`src/common/gpio_alert_pkg.sv`:
```
// Package: register addresses, field layouts and reset values of the GPIO/alarm block
package gpio_alert_pkg;

	// Register addresses
	localparam logic [3:0] WR_ALERT_ADDR    = 4'h3;
	localparam logic [3:0] WR_EXTENDED_ADDR = 4'hF;
	localparam logic [3:0] EXT_CFG_LO_ADDR  = 4'h0;
	localparam logic [3:0] EXT_CFG_HI_ADDR  = 4'h1;
	localparam logic [3:0] EXT_VALUES_ADDR  = 4'h2;
	localparam logic [4:0] RD_ALERT_ADDR    = 5'h03;
	localparam logic [4:0] RD_CFG_LO_ADDR   = 5'h1B;
	localparam logic [4:0] RD_CFG_HI_ADDR   = 5'h1C;
	localparam logic [4:0] RD_VALUES_ADDR   = 5'h1D;

	// Per-pin configuration nibble: bit positions
	localparam int CFG_ENABLE_BIT   = 0;
	localparam int CFG_DIR_BIT      = 1;
	localparam int CFG_POL_BIT      = 2;
	localparam int CFG_ALARM_BIT    = 3;
	localparam int CFG_NIBBLE_WIDTH = 4;

	// Alert register layout: 8 status bits then 4 enables
	localparam int ALERT_STATUS_LSB = 0;
	localparam int ALERT_ENABLE_LSB = 8;
	localparam int CHANNEL_COUNT    = 4;

	// Reset values: pins default to analog function except the fourth, which drives as an output; alarms masked
	localparam logic [7:0]  CFG_RESET    = 8'h00;
	localparam logic [7:0]  VALUES_RESET = 8'h00;
	localparam logic [11:0] ALERT_RESET  = 12'h000;

	// One register write as seen by this block
	typedef struct packed {
		logic        valid;
		logic [3:0]  addr;
		logic [11:0] data;
	} reg_write_s;

	// Limit events, a high and a low one per channel (aux, battery one, battery two, temperature)
	typedef struct packed {
		logic [3:0] high;
		logic [3:0] low;
	} limit_events_s;

endpackage : gpio_alert_pkg

```
`src/hdl/gpio_alert_logic.sv`:
```
// GPIO pins with direction, polarity, function select and alarm logic
`timescale 1ns/10ps
`default_nettype none

module gpio_alert_logic #(
	parameter int PIN_COUNT = 4
) (
	// Clock and reset
	input  wire logic                          sys_clk_in,
	input  wire logic                          sys_rst_in,
	// Register write strobe from the serial interface
	input  wire gpio_alert_pkg::reg_write_s    reg_write_in,
	// Register read address and data back to the serial interface
	input  wire logic [4:0]                    read_addr_in,
	output var  logic [11:0]                   read_data_out,
	// Out-of-limit events from the measurement sequencer, one-cycle pulses
	input  wire gpio_alert_pkg::limit_events_s limit_events_in,
	// GPIO pins
	input  wire logic [PIN_COUNT-1:0]          gpio_pin_in,
	output var  logic [PIN_COUNT-1:0]          gpio_pin_out,
	output var  logic [PIN_COUNT-1:0]          gpio_pin_oe_n_out,
	// Alarm, active low
	output var  logic                          alarm_n_out
);

	// ==========================================================
	// Configuration helpers
	// ==========================================================
	function automatic logic cfg_bit(input logic [15:0] cfg, input int pin, input int pos);
		cfg_bit = cfg[pin*gpio_alert_pkg::CFG_NIBBLE_WIDTH + pos];
	endfunction : cfg_bit

	// Dedicated fourth pin has no function-select bit
	function automatic logic pin_enabled(input logic [15:0] cfg, input int pin);
		pin_enabled = (pin == PIN_COUNT-1) ? 1'b1 : cfg_bit(cfg, pin, gpio_alert_pkg::CFG_ENABLE_BIT);
	endfunction : pin_enabled

	// ==========================================================
	// Registers
	// ==========================================================
	logic [7:0]             gpio_cfg_lo;
	logic [7:0]             gpio_cfg_hi;
	logic [7:0]             gpio_pin_values;
	logic [11:0]            alert_limit_status_enable;
	logic [PIN_COUNT-1:0]   pin_sync_a;
	logic [PIN_COUNT-1:0]   pin_sync_b;
	logic [15:0]            cfg_all;
	logic                   ext_write;
	logic [3:0]             ext_addr;
	logic [7:0]             ext_data;
	logic [PIN_COUNT-1:0]   pin_is_input;
	logic [PIN_COUNT-1:0]   pin_is_output;
	logic [PIN_COUNT-1:0]   next_pin_data;
	logic [PIN_COUNT-1:0]   pin_alarm;
	logic [7:0]             chan_mask;
	logic [7:0]             limit_alarm;
	logic [11:0]            next_read_data;

	assign cfg_all   = {gpio_cfg_hi, gpio_cfg_lo};
	assign ext_write = reg_write_in.valid && reg_write_in.addr == gpio_alert_pkg::WR_EXTENDED_ADDR;
	assign ext_addr  = reg_write_in.data[11:8];
	assign ext_data  = reg_write_in.data[7:0];

	// ==========================================================
	// Input synchroniser
	// ==========================================================
	always_ff @(posedge sys_clk_in) begin
		if (sys_rst_in) begin
			pin_sync_a <= '0;
			pin_sync_b <= '0;
		end else begin
			pin_sync_a <= gpio_pin_in;
			pin_sync_b <= pin_sync_a;
		end
	end

	// ==========================================================
	// Per-pin direction, polarity and alarm decode
	// ==========================================================
	always_comb begin
		for (int i = 0; i < PIN_COUNT; i++) begin
			pin_is_input[i]  = pin_enabled(cfg_all, i) && cfg_bit(cfg_all, i, gpio_alert_pkg::CFG_DIR_BIT);
			pin_is_output[i] = pin_enabled(cfg_all, i) && !cfg_bit(cfg_all, i, gpio_alert_pkg::CFG_DIR_BIT);
			// Polarity 1 copies the level, polarity 0 inverts it
			next_pin_data[i] = pin_sync_b[i] ~^ cfg_bit(cfg_all, i, gpio_alert_pkg::CFG_POL_BIT);
			pin_alarm[i]     = pin_is_input[i] && gpio_pin_values[i]
				&& cfg_bit(cfg_all, i, gpio_alert_pkg::CFG_ALARM_BIT);
		end
	end

	// ==========================================================
	// Configuration registers
	// ==========================================================
	always_ff @(posedge sys_clk_in) begin
		if (sys_rst_in) begin
			gpio_cfg_lo <= gpio_alert_pkg::CFG_RESET;
			gpio_cfg_hi <= gpio_alert_pkg::CFG_RESET;
		end else if (ext_write) begin
			if (ext_addr == gpio_alert_pkg::EXT_CFG_LO_ADDR) begin
				gpio_cfg_lo <= ext_data;
			end
			if (ext_addr == gpio_alert_pkg::EXT_CFG_HI_ADDR) begin
				gpio_cfg_hi <= ext_data;
			end
		end
	end

	// ==========================================================
	// Data register: inputs follow pins, outputs take host writes
	// ==========================================================
	always_ff @(posedge sys_clk_in) begin
		if (sys_rst_in) begin
			gpio_pin_values <= gpio_alert_pkg::VALUES_RESET;
		end else begin
			for (int i = 0; i < PIN_COUNT; i++) begin
				if (pin_is_input[i]) begin
					gpio_pin_values[i] <= next_pin_data[i];
				end else if (ext_write && ext_addr == gpio_alert_pkg::EXT_VALUES_ADDR) begin
					gpio_pin_values[i] <= ext_data[i];
				end
			end
		end
	end

	// ==========================================================
	// Pin drivers
	// ==========================================================
	always_ff @(posedge sys_clk_in) begin
		if (sys_rst_in) begin
			gpio_pin_out      <= '0;
			gpio_pin_oe_n_out <= '1;
		end else begin
			for (int i = 0; i < PIN_COUNT; i++) begin
				// Polarity 1 drives data as is, polarity 0 drives it inverted
				gpio_pin_out[i]      <= gpio_pin_values[i] ~^ cfg_bit(cfg_all, i, gpio_alert_pkg::CFG_POL_BIT);
				gpio_pin_oe_n_out[i] <= !pin_is_output[i];
			end
		end
	end

	// ==========================================================
	// Alert status and enable register
	// ==========================================================
	// Set wins over a host clear arriving in the same cycle
	always_ff @(posedge sys_clk_in) begin
		if (sys_rst_in) begin
			alert_limit_status_enable <= gpio_alert_pkg::ALERT_RESET;
		end else begin
			if (reg_write_in.valid && reg_write_in.addr == gpio_alert_pkg::WR_ALERT_ADDR) begin
				// Status bits can only be cleared by writing 0; enables are plain
				alert_limit_status_enable <= {reg_write_in.data[11:8],
					alert_limit_status_enable[7:0] & reg_write_in.data[7:0]
					| {limit_events_in.high, limit_events_in.low}};
			end else begin
				alert_limit_status_enable[7:0] <= alert_limit_status_enable[7:0]
					| {limit_events_in.high, limit_events_in.low};
			end
		end
	end

	// ==========================================================
	// Alarm output
	// ==========================================================
	assign chan_mask   = {2{alert_limit_status_enable[gpio_alert_pkg::ALERT_ENABLE_LSB +: gpio_alert_pkg::CHANNEL_COUNT]}};
	assign limit_alarm = alert_limit_status_enable[7:0] & chan_mask;

	// Level output, held for as long as any source stays active
	always_ff @(posedge sys_clk_in) begin
		if (sys_rst_in) begin
			alarm_n_out <= 1'b1;
		end else begin
			alarm_n_out <= !(|pin_alarm || |limit_alarm);
		end
	end

	// ==========================================================
	// Read-back
	// ==========================================================
	always_comb begin
		case (read_addr_in)
			gpio_alert_pkg::RD_ALERT_ADDR:  next_read_data = alert_limit_status_enable;
			gpio_alert_pkg::RD_CFG_LO_ADDR: next_read_data = {4'h0, gpio_cfg_lo};
			gpio_alert_pkg::RD_CFG_HI_ADDR: next_read_data = {4'h0, gpio_cfg_hi};
			gpio_alert_pkg::RD_VALUES_ADDR: next_read_data = {4'h0, gpio_pin_values};
			default:                        next_read_data = 12'h000;
		endcase
	end

	always_ff @(posedge sys_clk_in) begin
		if (sys_rst_in) begin
			read_data_out <= 12'h000;
		end else begin
			read_data_out <= next_read_data;
		end
	end

endmodule : gpio_alert_logic
`default_nettype wire

```
`config.mk`:
```
export PLATFORM = sky130hd
export DESIGN_NAME = gpio_alert_logic
export DESIGN_NICKNAME = d
export VERILOG_FILES = /design/src/common/gpio_alert_pkg.sv /design/src/hdl/gpio_alert_logic.sv
export SDC_FILE = /design/constraint.sdc
export NUM_CORES = 1
export LEC_CHECK = 0
export ABC_AREA = 1
export BUFFER_PORTS_ARGS = -buffer_cell sky130_fd_sc_hd__buf_2
export CAP_MARGIN = 20
export CORE_MARGIN = 2
export CORE_UTILIZATION = 45
export CTS_BUF_LIST = sky130_fd_sc_hd__clkbuf_8 sky130_fd_sc_hd__clkbuf_16
export CTS_CLUSTER_DIAMETER = 150
export CTS_CLUSTER_SIZE = 28
export DETAILED_ROUTE_END_ITERATION = 12
export GPL_TIMING_DRIVEN = 1
export MAX_ROUTING_LAYER = met4
export PLACE_DENSITY_LB_ADDON = 0.12
export SYNTH_ARGS = -nofsm -noshare
export SYNTH_HDL_FRONTEND = slang
export SYNTH_SLANG_ARGS = --single-unit
```
`constraint.sdc`:
```
create_clock -name sys_clk_in -period 0.9 [get_ports sys_clk_in]
set_input_delay 0.045 -clock sys_clk_in [delete_from_list [all_inputs] [get_ports sys_clk_in]]
set_output_delay 0.045 -clock sys_clk_in [all_outputs]
set_load 0.01 [all_outputs]
```
### Yosys cells after proc, flatten, opt, wreduce, memory -nomap -nowiden

Cells that the tools add are included.

| cells by class | value |
|---|---|
| reduce and logical (&&, ||, !) cells | 34 |
| bitwise gates (word level) | 12 |
| eq/ne operators | 8 |
| multiplexer cells | 10 |

Operator list:

| kind | number |
|---|---|
| 12-bit case mux with 4 select lines | 1 |
| 1-bit logical AND | 17 |
| 8-bit bitwise AND | 2 |
| 8-bit OR | 2 |
| 5-bit == test (second input constant) | 3 |
| 4-bit by 2-bit == test with 1-bit output (second input constant) | 2 |
| 1-bit two-way mux | 8 |
| 8-bit two-way mux | 1 |
| 2-bit nonzero test | 4 |
| 8-bit OR reduction | 1 |
| 1-bit bitwise XNOR | 8 |
| 1-bit logical NOT | 7 |
| 5-bit by 2-bit == test with 1-bit output (second input constant) | 1 |
| 4-bit by 1-bit == test with 1-bit output (second input constant) | 1 |
| 4-bit == test (second input constant) | 1 |
| 4-bit logical NOT | 1 |
| 2-bit AND reduction | 2 |
| 4-bit OR reduction | 1 |
| 1-bit logical OR | 1 |

| word-level totals | value |
|---|---|
| bits in registers | 61 |
| output and inout bits | 21 |
| input bits | 36 |
| word-level logic and storage cells | 78 |

### Longest topological paths before layout

| depth | value |
|---|---|
| depth after elaboration | 6 |
| gate-level depth with buffers | 7 |

### Worst setup path after synthesis

No wires, ideal clock.

| timing | value |
|---|---|
| path type | input to register |
| start point | in reg_write_in[13] (netlist name) |
| end point | reg alert_limit_status_enable[10] |
| data required time | 0.778 ns |
| setup slack | 0.027 ns |
| data arrival time | 0.752 ns |
| setup time | 0.122 ns |
| buffers on the path | 0 |
| cell stages on the path | 5 |
| path through | nand2_1 > nor2_2 > nand2_1 > o21ai_0 > a21oi_1 |

| between the ends | value |
|---|---|
| longest elaborated chain between the ends | 2 |

Ends and longest elaborated chain:

| what | RTL line | RTL |
|---|---|---|
| start, declared | gpio_alert_logic.sv:12 | `input wire gpio_alert_pkg::reg_write_s reg_write_in,` |
| 4-bit by 2-bit == test with 1-bit output | gpio_alert_logic.sv:149 | `if (reg_write_in.valid && reg_write_in.addr == gpio_alert_pkg::WR_ALERT_ADDR) begin` |
| 1-bit logical AND | gpio_alert_logic.sv:149 |  |
| end signal, assigned | gpio_alert_logic.sv:147 | `alert_limit_status_enable <= gpio_alert_pkg::ALERT_RESET;` |
| end signal, assigned | gpio_alert_logic.sv:151 | `alert_limit_status_enable <= {reg_write_in.data[11:8],` |
| end, declared | gpio_alert_logic.sv:44 | `logic [11:0] alert_limit_status_enable;` |

Every way passes these cells.
A chain may end at the register's enable or synchronous reset.

### Worst setup path in the final report

| timing | value |
|---|---|
| start point | reg alert_limit_status_enable[1] |
| end point | reg alarm_n_out |

| between the ends | value |
|---|---|
| longest elaborated chain between the ends | 4 |

Ends and longest elaborated chain:

| what | RTL line | RTL |
|---|---|---|
| start signal, assigned | gpio_alert_logic.sv:147 |  |
| start signal, assigned | gpio_alert_logic.sv:151 |  |
| start signal, assigned | gpio_alert_logic.sv:155 | `alert_limit_status_enable[7:0] <= alert_limit_status_enable[7:0]` |
| 8-bit bitwise AND | gpio_alert_logic.sv:165 | `assign limit_alarm = alert_limit_status_enable[7:0] & chan_mask;` |
| 8-bit OR reduction | gpio_alert_logic.sv:172 | `alarm_n_out <= !(\|pin_alarm \|\| \|limit_alarm);` |
| 1-bit logical OR | gpio_alert_logic.sv:172 |  |
| 1-bit logical NOT | gpio_alert_logic.sv:172 |  |
| end signal, assigned | gpio_alert_logic.sv:172 |  |
| end, declared | gpio_alert_logic.sv:23 | `output var logic alarm_n_out` |

Every way passes these cells.

==> reports/results.ini <==
[sta]
fin_crit_ns=0.933
relSlewSlack_pct=63.4
hold_violations=0
rsz0062_at_grt=true
setup_ws_ns=-0.0325
finalCritPeriodShare_pct=104
max_freq_mhz=1070
finalClockSkew_ns=0.00583
tightestPinTransition_ns=0.547
slew_violations=0
setup_violations=1
holdWs_ns=0.0100

[floorplanning]
rows=27
boundaryPins=57
initial_core_util_pct=46.2
die_x_um=78.7
die-area_um2=6200
core_um2=5440
die_h_um=78.7

[pwr]
internal-power_mw=4.26
p_leak_nw=1.62
combPwrFrac_pct=8.3
seq_power_share_pct=50.1
powerDensity_nw_per_um2=1590
p_sw_share_pct=23.7
power_switching_mw=1.33
max-vdd-ir-drop_mv=1.20
p_total_mw=5.58
p_clk_share_pct=41.6

[grt]
track_usage_pct=24.6
grt_max_degree=22
overflow=0
grt_pass1_wl_um=11200
antenna_found_initial=0
grt_pass1_vias=2482

[min_path]
hold_class=in -> reg
min_from=reg_write_in[2]

[finish]
drive_gt1_share_pct=32.0
final_cell_mix=nand2_1 (63), nand3_1 (56), buf_2 (56), dfxtp_1 (47), inv_1 (37)
post-route-util_pct=64.5
area.growth.synth_to_final_pct=39.6
n_antenna_cell=0
fin_cells=525
final_common_cell=nand2_1
nNetsFinal=484

[worst_setup_path]
cp_data_arrival_time_ns=1.21
crit_fanout=3
startpoint=alert_limit_status_enable[1]
worstReg2RegStart=alert_limit_status_enable[1]
cp.required_ns=1.18
ff2ff_setup_slack_ns=-0.03
worstSetupPathType=reg -> reg
cp-end-kind=flop
start_kind=flop

[clock_tree]
cts_buffers=9
clk-insertion-delay-late_ns=0.33
clockRootBuffer=clkbuf_8
htreeDepth=3
clockBufferDepth=2
cts_sinks=61
cts_tree=yes
path_clk_slew_ns=0.07

[routing]
drtIter0Drc=253
route.detailed.drc=0
routed_wirelength_um=7100
vias_per_cell=5.13
dr.pass1.iters=5
vias=2695
wire_per_inst_um=13.5
ant_nets=0

[synth]
ys_seq_elements=61
synthCells=346
synth_nets=382
seq_area_frac_synth_pct=48.6
synth_cell_types=17
syn_area_per_cell_um2=7.26
ys_warn_count=0
syn_area_um2=2510

[status]
violations=negative setup slack
status=finished with violations

[job]
drv_cap=0

[placement]
dp.cells=493
place_congestion=0.943
dp_hpwl_um=4900
port_buffers=56
place_ws_ns=-0.138

==> routing by layer <==
layer / track usage [%] / part of all wire [%]
met2: 38.4 / 47
met5: - / 0
met3: 5.23 / 6.9
met4: 13.7 / 3.3
met1: 29.7 / 43
==> logic make-up (layout without fill, tap and decap cells) <==
family | after synthesis | in the layout | synth area share (%)
flops | 61 | 61 | 48.6
simple gates | 189 | 189 | 34.1
buf+inv | 48 | 155 | 7.62
xor+xnor | 1 | 1 | 0.348
compound gates | 47 | 47 | 9.36
==> cell usage after synthesis <==
cell      count  area share (%)
nor3_1        4            0.80
nand2_2       1            0.25
nor2_2        6             1.5
buf_6         1            0.45
dfxtp_1      61              49
nand2_1      70              10
nor2_1       36             5.4
a21oi_1      34             6.8
inv_1        39             5.8
buf_2         3            0.60
clkbuf_1      5            0.75
nand3b_1     11             3.3
xor2_1        1            0.35
nand3_1      59              12
nor2_4        1            0.45
nand4_1       1            0.25
o21ai_0      13             2.6
==> through the flow <==
step,area (um2),setup TNS [ns]
3_5_place_dp,3060,-1.96
6_report,3510,-0.0325
2_1_floorplan,2510,0
4_1_cts,3430,0
3_3_place_gp,3060,-1.35
5_1_grt,3510,-0.243
==> final timing paths <==
check | end | cells after the start
max | alarm_n_out | 5
min | gpio_cfg_lo[2] | 3
min reg2reg | pin_sync_b[2] | 2
max reg2reg | alarm_n_out | 5
==> layout make-up <==
cell class                      instances  area (um2)
Timing Repair Buffer                  100         661
Clock buffer                           13         179
Multi-Input combinational cell        237        1170
Inverter                               39         146
Tap cell                               72        90.1
Sequential cell                        61        1240
Fill cell                             493        1930
Clock inverter                          3        18.8
==> sequential cells by signal, summed over array words and instances (netlist names) <==
name / flops
alert_limit_status_enable: 12
read_data_out: 12
gpio_cfg_hi: 8
gpio_cfg_lo: 8
gpio_pin_oe_n_out: 4
gpio_pin_out: 4
gpio_pin_values: 4
pin_sync_a: 4
pin_sync_b: 4
alarm_n_out: 1
==> power groups by stage <==
stage,Sequential (mW),Clock (mW),Combinational [mW]
2_1_floorplan,2.86,0,0.188
3_3_place_gp,2.86,0,0.393
3_5_place_dp,2.86,0,0.399
4_1_cts,2.80,2.37,0.449
5_1_grt,2.80,2.49,0.512
6_report,2.79,2.32,0.463
==> repair_timing <==
item / in CTS / in global routing
pin swaps: 1 / 13
endpoints found under the hold margin: 16 / 0
hold buffers: 15 / 0
resized for setup: 15 / 28
endpoints found under the setup margin: 6 / 8
buffers inserted: 0 / 1
==> critical path: stages (launching register included) <==
cell and delay, ns:
dfxtp_1 0.33, o21ai_0 0.20, nand2_1 0.10, nor2_2 0.13
nand2_2 0.06, nand2_1 0.05
Power figures use the tool's default switching activity.
